===== config.mk =====
export PLATFORM = sky130hd
export DESIGN_NAME = swdsl_link
export DESIGN_NICKNAME = d
export VERILOG_FILES = /design/src/swdsl_pkg.sv /design/src/swdsl_baud_det.sv /design/src/swdsl_link.sv /design/src/swdsl_sync.sv
export VERILOG_INCLUDE_DIRS = /design/src /design/src/src
export SDC_FILE = /design/constraint.sdc
export NUM_CORES = 1
export LEC_CHECK = 0
export BUFFER_PORTS_ARGS = -buffer_cell sky130_fd_sc_hd__clkbuf_2
export CORE_MARGIN = 2
export CORE_UTILIZATION = 48
export DETAILED_ROUTE_END_ITERATION = 8
export GPL_ROUTABILITY_DRIVEN = 0
export GPL_TIMING_DRIVEN = 0
export PLACE_DENSITY = 0.65
export SLEW_MARGIN = 20
export SYNTH_ARGS = -nofsm -noshare
export SYNTH_HDL_FRONTEND = slang
export SYNTH_SLANG_ARGS = --single-unit
export TNS_END_PERCENT = 5

===== constraint.sdc =====
create_clock -name sys_clk -period 5.9 [get_ports sys_clk]
set_input_delay 1.18 -clock sys_clk [delete_from_list [all_inputs] [get_ports sys_clk]]
set_output_delay 1.18 -clock sys_clk [all_outputs]
set_load 0.01 [all_outputs]

===== src/swdsl_defines.svh =====
// timing, width and reset constants of the single wire debug link
`ifndef SWDSL_DEFINES_SVH
`define SWDSL_DEFINES_SVH
// fastest bit period: sys_clk / 4
`define SWDSL_PER_MIN 10'h004
// slowest bit period: sys_clk / 512
`define SWDSL_PER_MAX 10'h200
// saturation of the reference low run counter
`define SWDSL_MEAS_MAX 16'h1fff
// bit times of low line that make a break
`define SWDSL_BRK_BITS 16'h0009
// bit times of the returned break: four ten-bit characters
`define SWDSL_RET_BITS 16'h0028
// index of the stop bit in a character
`define SWDSL_LAST_BIT 4'h9
// reset value of the debugger control register
`define SWDSL_CTRL_RST 8'h00
`endif


===== src/swdsl_pkg.sv =====
// types and shared arithmetic of the single wire debug link
package swdsl_pkg;

   typedef enum logic [2:0] {
      st_detect = 3'b000,
      st_idle = 3'b001,
      st_rx = 3'b010,
      st_tx = 3'b011,
      st_brk_out = 3'b100,
      st_brk_wait = 3'b101
   } swdsl_state_e;

   typedef enum logic [1:0] {
      bd_arm = 2'b00,
      bd_idle = 2'b01,
      bd_meas = 2'b10,
      bd_lock = 2'b11
   } swdsl_bd_e;

   // bit period times a number of bits, in cycles
   function automatic logic [15:0] swdsl_scale(input logic [9:0] per,
                                               input logic [15:0] k);
      logic [31:0] p;
      p = {22'h000000, per} * {16'h0000, k};
      return p[15:0];
   endfunction

endpackage


===== src/swdsl_baud_det.sv =====
// auto-baud detector: measures the low run of the reference character
`timescale 1ns/10ps
`default_nettype none
`include "swdsl_defines.svh"
module swdsl_baud_det
   import swdsl_pkg::*;
(
   input wire logic sys_clk,
   input wire logic resetn,
   input wire logic line_in,
   input wire logic baud_clr,
   output logic [9:0] bit_per,
   output logic baud_lock
);
   swdsl_bd_e st_ff;
   logic [15:0] cnt_ff;
   logic [9:0] per_ff;
   logic lock_ff;
   logic [9:0] cand;
   logic cand_ok;

   // reference 80h is low for start plus seven zeros: eight bits
   assign cand = cnt_ff[12:3];
   assign cand_ok = cand >= `SWDSL_PER_MIN && cand <= `SWDSL_PER_MAX;

   // arm on high line, measure the next low run
   always_ff @(posedge sys_clk) begin
      if (!resetn || baud_clr) begin
         st_ff <= bd_arm;
      end else begin
         unique case (st_ff)
            bd_arm: if (line_in) st_ff <= bd_idle;
            bd_idle: if (!line_in) st_ff <= bd_meas;
            bd_meas: if (line_in) st_ff <= cand_ok ? bd_lock : bd_idle;
            bd_lock: st_ff <= bd_lock;
         endcase
      end
   end

   // count of low cycles, saturating
   always_ff @(posedge sys_clk) begin
      if (!resetn || baud_clr) begin
         cnt_ff <= 16'h0000;
      end else if (st_ff == bd_idle) begin
         cnt_ff <= 16'h0001;
      end else if (st_ff == bd_meas && !line_in
                   && cnt_ff != `SWDSL_MEAS_MAX) begin
         cnt_ff <= cnt_ff + 16'h0001;
      end
   end

   // load the generator period at the rising end of the run
   always_ff @(posedge sys_clk) begin
      if (!resetn || baud_clr) begin
         per_ff <= 10'h000;
         lock_ff <= 1'b0;
      end else if (st_ff == bd_meas && line_in && cand_ok) begin
         per_ff <= cand; // [RULE1]
         lock_ff <= 1'b1; // [RULE2]
      end
   end

   assign bit_per = per_ff;
   assign baud_lock = lock_ff;
endmodule
`default_nettype wire


===== src/swdsl_link.sv =====
// serial front end of the on-chip debugger on the single debug pin
// ****************************************************************
// Overview of operation
// [RULE1] measure reference low run and load the baud generator from it
// [RULE2] run on sys_clk; periods up to 512 cycles per bit
// [RULE3] host should keep bit rate at or below sys_clk / 8
// [RULE4] periods below 4 cycles per bit are never accepted
// [RULE5] nine or more low bit times is a break; baud logic resets (the link judges a break at nine and a half)
// [RULE6] after a break the host sends 80h to re-measure the rate
// [RULE7] low stop bit raises a framing error
// [RULE8] line low while sending a one raises a transmit collision
// [RULE9] any error aborts, returns a four character break, resets baud
// [RULE10] host sends a break on attach and on error recovery
// [RULE11] break leaves the debugger control register untouched
// [RULE12] halt mode survives a break
// [RULE13] serial logic held in reset until the pin returns high
// [RULE14] open drain: host break may overlap, returned break extends low
// [RULE15] frame: low start, eight data bits lsb first, high stop
// [RULE16] sample mid-bit and never drive while receiving
// ****************************************************************
`timescale 1ns/10ps
`default_nettype none
`include "swdsl_defines.svh"
module swdsl_link
   import swdsl_pkg::*;
(
   input wire logic sys_clk,
   input wire logic resetn,
   input wire logic debug_serial_pin_i,
   output logic debug_serial_pin_o,
   output logic debug_serial_pin_oe_n,
   input wire logic [7:0] tx_data,
   input wire logic tx_valid,
   output logic tx_ready,
   output logic [7:0] rx_data,
   output logic rx_valid,
   input wire logic ctrl_wr,
   input wire logic [7:0] ctrl_wdata,
   output logic [7:0] ctrl_q,
   input wire logic halt_set,
   input wire logic halt_clr,
   output logic halt_mode,
   output logic cmd_abort,
   output logic err_break,
   output logic err_frame,
   output logic err_collision,
   output logic baud_locked,
   output logic link_in_reset
);
   swdsl_state_e state_ff, nxt_state;
   logic line, line_d_ff, fall, tick, in_brk, cnt_low;
   logic locked, baud_clr;
   logic [9:0] per, per_eff, tmr_ff;
   logic [3:0] bit_ff;
   logic [9:0] tx_sh_ff;
   logic [7:0] rx_sh_ff, rx_data_ff, ctrl_ff;
   logic [15:0] low_ff, brk_tmr_ff, brk_lim, ret_len;
   logic brk_hit, frame_hit, coll_hit, err, accept;
   logic oe_n_ff, pin_o_ff, tx_ready_ff, rx_valid_ff, halt_ff;
   logic abort_ff, err_brk_ff, err_frm_ff, err_col_ff;
   logic lock_ff, in_rst_ff;

   // ************************************************
   // pin input and baud generator
   // ************************************************
   swdsl_sync u_sync (
      .sys_clk(sys_clk),
      .resetn(resetn),
      .d(debug_serial_pin_i),
      .q(line)
   );

   // held in reset while waiting for the pin to rise
   assign baud_clr = state_ff == st_brk_wait; // [RULE5] [RULE13]

   swdsl_baud_det u_baud (
      .sys_clk(sys_clk),
      .resetn(resetn),
      .line_in(line),
      .baud_clr(baud_clr),
      .bit_per(per),
      .baud_lock(locked)
   );

   // unlocked link times breaks at the slowest rate
   assign per_eff = locked ? per : `SWDSL_PER_MAX; // [RULE2]
   assign brk_lim = swdsl_scale(per_eff, `SWDSL_BRK_BITS)
                    + {7'h00, per_eff[9:1]};
   assign ret_len = swdsl_scale(per_eff, `SWDSL_RET_BITS);

   // ************************************************
   // event detection
   // ************************************************
   assign fall = line_d_ff && !line;
   assign tick = tmr_ff == 10'h000;
   assign in_brk = state_ff == st_brk_out || state_ff == st_brk_wait;
   assign cnt_low = state_ff == st_detect || state_ff == st_idle
                    || state_ff == st_rx;
   // break judged half a bit past nine, so a 00h char never trips it
   assign brk_hit = cnt_low && low_ff >= brk_lim; // [RULE5]
   assign frame_hit = state_ff == st_rx && tick
                      && bit_ff == `SWDSL_LAST_BIT && !line; // [RULE7]
   // own drive reaches the synchroniser by the end of each bit
   assign coll_hit = state_ff == st_tx && tick && tx_sh_ff[0]
                     && !line; // [RULE8] [RULE14]
   assign err = (brk_hit || frame_hit || coll_hit) && !in_brk;
   assign accept = state_ff == st_idle && !fall && tx_valid
                   && tx_ready_ff;

   // previous line level for start edge detection
   always_ff @(posedge sys_clk) begin
      if (!resetn) begin
         line_d_ff <= 1'b1;
      end else begin
         line_d_ff <= line;
      end
   end

   // run length of low line while listening
   always_ff @(posedge sys_clk) begin
      if (!resetn) begin
         low_ff <= 16'h0000;
      end else if (cnt_low && !line) begin
         if (low_ff != 16'hffff) low_ff <= low_ff + 16'h0001;
      end else begin
         low_ff <= 16'h0000;
      end
   end

   // ************************************************
   // main sequencer
   // ************************************************
   always_comb begin
      nxt_state = state_ff;
      if (err) begin
         nxt_state = st_brk_out; // [RULE9]
      end else begin
         unique case (state_ff)
            st_detect: if (locked) nxt_state = st_idle; // [RULE6]
            st_idle: begin
               if (fall) nxt_state = st_rx;
               else if (accept) nxt_state = st_tx;
            end
            st_rx: begin
               if (tick && bit_ff == 4'h0 && line) nxt_state = st_idle;
               else if (tick && bit_ff == `SWDSL_LAST_BIT)
                  nxt_state = st_idle;
            end
            st_tx: begin
               if (tick && bit_ff == `SWDSL_LAST_BIT) nxt_state = st_idle;
            end
            st_brk_out: if (brk_tmr_ff == 16'h0000) nxt_state = st_brk_wait;
            st_brk_wait: if (line) nxt_state = st_detect; // [RULE13]
            default: nxt_state = st_detect;
         endcase
      end
   end

   always_ff @(posedge sys_clk) begin
      if (!resetn) begin
         state_ff <= st_detect;
      end else begin
         state_ff <= nxt_state;
      end
   end

   // bit timer: half period to mid start bit, then full periods
   always_ff @(posedge sys_clk) begin
      if (!resetn) begin
         tmr_ff <= 10'h000;
      end else if (state_ff == st_idle) begin
         tmr_ff <= fall ? per_eff >> 1 : per_eff - 10'h001; // [RULE16]
      end else if (state_ff == st_rx || state_ff == st_tx) begin
         tmr_ff <= tick ? per_eff - 10'h001 : tmr_ff - 10'h001;
      end else begin
         tmr_ff <= 10'h000;
      end
   end

   // bit index within the character
   always_ff @(posedge sys_clk) begin
      if (!resetn) begin
         bit_ff <= 4'h0;
      end else if (state_ff == st_rx || state_ff == st_tx) begin
         if (tick) bit_ff <= bit_ff + 4'h1;
      end else begin
         bit_ff <= 4'h0;
      end
   end

   // ************************************************
   // receive and transmit data paths
   // ************************************************
   // receive shift register, lsb arrives first
   always_ff @(posedge sys_clk) begin
      if (!resetn) begin
         rx_sh_ff <= 8'h00;
      end else if (state_ff == st_rx && tick && bit_ff != 4'h0
                   && bit_ff != `SWDSL_LAST_BIT) begin
         rx_sh_ff <= {line, rx_sh_ff[7:1]}; // [RULE15]
      end
   end

   // deliver a character whose stop bit is high
   always_ff @(posedge sys_clk) begin
      if (!resetn) begin
         rx_data_ff <= 8'h00;
         rx_valid_ff <= 1'b0;
      end else begin
         rx_valid_ff <= 1'b0;
         if (state_ff == st_rx && tick && bit_ff == `SWDSL_LAST_BIT
             && line && !err) begin
            rx_data_ff <= rx_sh_ff;
            rx_valid_ff <= 1'b1;
         end
      end
   end

   // transmit shift: stop, data, start; ones shifted in behind
   always_ff @(posedge sys_clk) begin
      if (!resetn) begin
         tx_sh_ff <= 10'h3ff;
      end else if (accept && !err) begin
         tx_sh_ff <= {1'b1, tx_data, 1'b0}; // [RULE15]
      end else if (state_ff == st_tx && tick) begin
         tx_sh_ff <= {1'b1, tx_sh_ff[9:1]};
      end
   end

   // returned break length counter
   always_ff @(posedge sys_clk) begin
      if (!resetn) begin
         brk_tmr_ff <= 16'h0000;
      end else if (err) begin
         brk_tmr_ff <= ret_len - 16'h0001; // [RULE9]
      end else if (state_ff == st_brk_out && brk_tmr_ff != 16'h0000) begin
         brk_tmr_ff <= brk_tmr_ff - 16'h0001;
      end
   end

   // ************************************************
   // pin drive: pull low only, release otherwise
   // ************************************************
   always_ff @(posedge sys_clk) begin
      if (!resetn) begin
         oe_n_ff <= 1'b1;
         pin_o_ff <= 1'b0;
      end else begin
         pin_o_ff <= 1'b0;
         // receive, detect and wait states never drive
         oe_n_ff <= !((state_ff == st_tx && !tx_sh_ff[0])
                      || state_ff == st_brk_out); // [RULE16] [RULE14]
      end
   end

   // ************************************************
   // status and controller-facing outputs
   // ************************************************
   always_ff @(posedge sys_clk) begin
      if (!resetn) begin
         abort_ff <= 1'b0;
         err_brk_ff <= 1'b0;
         err_frm_ff <= 1'b0;
         err_col_ff <= 1'b0;
      end else begin
         abort_ff <= err; // [RULE9]
         err_brk_ff <= brk_hit && !in_brk;
         err_frm_ff <= frame_hit && !in_brk;
         err_col_ff <= coll_hit && !in_brk;
      end
   end

   always_ff @(posedge sys_clk) begin
      if (!resetn) begin
         tx_ready_ff <= 1'b0;
         lock_ff <= 1'b0;
         in_rst_ff <= 1'b0;
      end else begin
         tx_ready_ff <= nxt_state == st_idle;
         lock_ff <= locked;
         in_rst_ff <= nxt_state == st_brk_out
                      || nxt_state == st_brk_wait; // [RULE13]
      end
   end

   // control register: only the controller writes it
   always_ff @(posedge sys_clk) begin
      if (!resetn) begin
         ctrl_ff <= `SWDSL_CTRL_RST;
      end else if (ctrl_wr) begin
         ctrl_ff <= ctrl_wdata; // [RULE11]
      end
   end

   // halt mode: errors and breaks leave it alone
   always_ff @(posedge sys_clk) begin
      if (!resetn) begin
         halt_ff <= 1'b0;
      end else if (halt_set) begin
         halt_ff <= 1'b1; // [RULE12]
      end else if (halt_clr) begin
         halt_ff <= 1'b0;
      end
   end

   assign debug_serial_pin_o = pin_o_ff;
   assign debug_serial_pin_oe_n = oe_n_ff;
   assign tx_ready = tx_ready_ff;
   assign rx_data = rx_data_ff;
   assign rx_valid = rx_valid_ff;
   assign ctrl_q = ctrl_ff;
   assign halt_mode = halt_ff;
   assign cmd_abort = abort_ff;
   assign err_break = err_brk_ff;
   assign err_frame = err_frm_ff;
   assign err_collision = err_col_ff;
   assign baud_locked = lock_ff;
   assign link_in_reset = in_rst_ff;

   // ************************************************
   // checks
   // ************************************************
   logic [15:0] brk_cyc_ff;
   always_ff @(posedge sys_clk) begin
      if (!resetn || state_ff != st_brk_out) begin
         brk_cyc_ff <= 16'h0000;
      end else begin
         brk_cyc_ff <= brk_cyc_ff + 16'h0001;
      end
   end
endmodule
`default_nettype wire


===== src/swdsl_sync.sv =====
// two-stage synchroniser for the debug pin
`timescale 1ns/10ps
`default_nettype none
module swdsl_sync (
   input wire logic sys_clk,
   input wire logic resetn,
   input wire logic d,
   output logic q
);
   logic meta_ff;
   logic q_ff;

   // line idles high, so both stages reset high
   always_ff @(posedge sys_clk) begin
      if (!resetn) begin
         meta_ff <= 1'b1;
         q_ff <= 1'b1;
      end else begin
         meta_ff <= d;
         q_ff <= meta_ff;
      end
   end

   assign q = q_ff;
endmodule
`default_nettype wire


==> impl_metrics.toml <==
[setup_path]
required_ns = 6.18
cp_max_fo = 10
r2r_cells = 25
reg2reg_from = "u_baud.bit_per[1]"
startpoint = "u_baud.bit_per[1]"
start_kind = "flip-flop"
r2r-end = "brk_tmr_ff[9]"
cp-endpoint = "brk_tmr_ff[9]"
end_kind = "flip-flop"
cp.arrival_ns = 5.84
setup.worst_path.class = "flip-flop to flip-flop"
regToRegSetupSlack_ns = 0.34

[clocking]
cts_resized = 1
htreeDepth = 4
cts_tree = "done"
post-cts-setup-buffers = 0
clock-sinks = 124
root_buffer = "clkbuf_16"
clock_path_buffers = 2
cts_hold_buf = 0
numCtsBuffers = 17
clk_pin_slew_worst_paths_ns = 0.06
clk_latency_ns = 0.43

[cells_and_area]
final_cell_area_sq_um = 8730
n_antenna_cell = 0
layout-drive-gt1-share = 0.122
register_area_sq_um = 2480
final_util = 0.556
n_fill_cell = 1509
area_delta_synth_final_pct = 14.1
nets = 1063
final_cells = 1213
multi_input_area_sq_um = 4850

[die]
ios = 50
rows = 46
core_area_sq_um = 15700
start_util = 0.487
die-area_sq_um = 17000
die_x_um = 130
die_height_um = 130

[yosys]
synth_seq_area_share = 0.324
synth-seq-cells = 124
yosys_most_used_dff = "dfxtp_1"
synth_warnings = 0
yosys.area_share.simple = 0.240
syn_inst = 921
synth_mux_area_frac = 0.0733
synth.net_count = 1000
ys_types = 77
synth_edf_count = 0
synth_compound_area_frac = 0.135
synthXorXnorAreaFrac = 0.0858
async_flop_share = 0
synth_area_sq_um = 7650
syn_area_per_cell_sq_um = 8.31
synth_top_family_by_area = "simple AND/OR/NAND/NOR gates"
synthAdderAreaFrac = 0.0988

[placement]
dpl_worst_slack_ns = 0.0306
dp_cells = 1184
numPortBuffers = 47
dp_hpwl_mm = 13.1
placed_cell_area_sq_um = 8160

[power_and_ir_drop]
finalPower_mw = 1.91
comb_power_share = 0.024
p_int_mw = 1.45
switching_share = 0.240
power_density_nw_per_um2 = 219
power.leakage_nw = 3.80
max-vdd-ir-drop_mv = 0.196
p_seq_frac = 0.443
p_switching_mw = 0.459
share_clk_of_total_power = 0.533

[timing]
hold_viol = 0
skew_ns = 0.0163
drv_slew = 0
setup_viol = 0
max_slew_margin = 0.501
timing.final.crit_share = 0.942
rsz0062_at_grt = "false"
timing.final.ws_setup_ns = 0.342
timing.setup.tns_ns = 0
final.min_clock_period_ns = 5.56
whs_ns = 0.410
max_freq_ghz = 0.180
worst_slew_pin_slew_ns = 0.743

[routing]
vias = 6488
postRouteAntennaNets = 0
wl_mm = 17.3
remaining_drc_errors = 0
vias_per_cell = 5.35
drtIter0Drc = 346
first_pass_iters = 4
wl_per_cell_um = 14.2

[global_routing]
overflow = 0
grt_pass1_vias = 5907
track_usage = 0.212
grt_antenna_before_repair = 0
grt_max_degree = 17
grt_pass1_wl_mm = 28.7

[min_path]
hp-class = "flip-flop to flip-flop"

[run_status]
status = "finished, final reports clean"

[flow_run]
drv_cap = 0
[power by group through the flow]
stage	Combinational, mW	Sequential, mW	Clock, mW
finish	0.0453	0.847	1.02
global route	0.0511	0.848	1.08
CTS	0.0459	0.847	1.04
detailed placement	0.0458	0.866	0
global placement	0.0454	0.865	0
floorplan	0.0244	0.867	0
[metal layers]
metal | vias to the layer above | GRT usage | wire [um]
met1 | 3030 | 0.296 | 8680
met5 | - | 0 | 0
met4 | 0 | 0.0550 | 145
li1 | 3349 | - | -
met3 | 14 | 0.0472 | 633
met2 | 95 | 0.331 | 7820
[state kept, by name, summed over array words and instances (netlist names), 2 cells and up]
register,flops
brk_tmr_ff,16
low_ff,16
u_baud.cnt_ff,16
tmr_ff,10
u_baud.bit_per,10
tx_sh_ff,9
ctrl_q,8
rx_data,8
rx_sh_ff,8
bit_ff,4
state_ff,3
u_baud.st_ff,2
[logic make-up after synthesis]
group / count (synthesis)
simple gates: 375
compound gates: 154
flops: 124
buf+inv: 80
xor+xnor: 75
fa+ha+maj: 57
mux: 55
other cells: 1
[worst min-delay path by stage]
stage                   start        to  slack (ns)  cells past startpoint
2_1_floorplan  u_sync.meta_ff  u_sync.q        0.39                      1
3_3_place_gp   u_sync.meta_ff  u_sync.q        0.39                      1
3_5_place_dp   u_sync.meta_ff  u_sync.q        0.40                      1
4_1_cts        u_sync.meta_ff  u_sync.q        0.41                      1
5_1_grt        u_sync.meta_ff  u_sync.q        0.46                      1
6_report       u_sync.meta_ff  u_sync.q        0.41                      1
[critical path, stage by stage, from the launching register on]
cell and delay, ns:
dfxtp_1 0.50, and2_0 0.17, clkbuf_1 0.24, inv_1 0.13, ha_1 0.32, ha_1 0.18, inv_1 0.06, fa_1 0.40
nor2b_1 0.12, o21ai_0 0.11, a21boi_0 0.21, o21a_1 0.15, o21ai_0 0.13, a21oi_1 0.20, a211oi_1 0.09, or3_1 0.36
ha_1 0.31, nand4_1 0.10, nor2_1 0.06, a2111oi_0 0.38, o21ai_1 0.22, nand2_1 0.17, and2_2 0.26, clkbuf_4 0.24
mux2i_1 0.21, a21oi_1 0.08
[cell usage in the layout, fill, tap and decap left out, drive strengths merged, types with 20 or more instances in the layout]
| master | netlist | layout |
|---|---|---|
| a21oi | 48 | 48 |
| o21ai | 34 | 34 |
| nor3 | 20 | 20 |
| dfxtp | 124 | 124 |
| nor2 | 135 | 135 |
| ha | 50 | 50 |
| inv | 43 | 50 |
| xor2 | 45 | 45 |
| xnor2 | 30 | 30 |
| mux2i | 47 | 47 |
| nand2 | 87 | 87 |
| clkbuf | 22 | 84 |
[final cells by class]
| class | instances | share of cell area |
|---|---|---|
| inverter | 44 | 0.0189 |
| tap | 216 | 0.0309 |
| timing repair buffer | 47 | 0.0269 |
| sequential | 124 | 0.284 |
| multi-input combinational | 717 | 0.555 |
| buffer | 33 | 0.0173 |
| clock inverter | 15 | 0.0176 |
| clock buffer | 17 | 0.0487 |
[cell usage after synthesis (all sizes together), types with 2 or more instances]
cell type  count  area (sq um)
nor2         135           517
dfxtp        124          2480
nand2         87           329
ha            50           626
a21oi         48           252
mux2i         47           470
xor2          45           394
inv           43           161
o21ai         34           170
xnor2         30           263
clkbuf        22          82.6
nor3          20           100
nand3         19          95.1
nand2b        17           106
or3           15          98.8
and3          14          87.6
buf           14          75.1
nor4          13           109
a211oi        12          95.1
nand4         10          62.6
nor2b         10          62.6
and2           8          50.1
mux2           8          90.1
a21o           7          52.6
o211ai         7          52.6
o21a           7          52.6
fa             6           120
or4            6          45.0
o31a           5          43.8
and4           4          35.0
nand3b         4          30.0
nor3b          4          35.0
o22ai          4          25.0
or2            4          27.5
a2111oi        3          45.1
a22oi          3          22.5
a31oi          3          18.8
a221oi         2          23.8
a31o           2          17.5
a41oi          2          17.5
nand4b         2          17.5
o311ai         2          17.5
o31ai          2          15.0
Note: power is estimated with default switching activity, not from simulation.
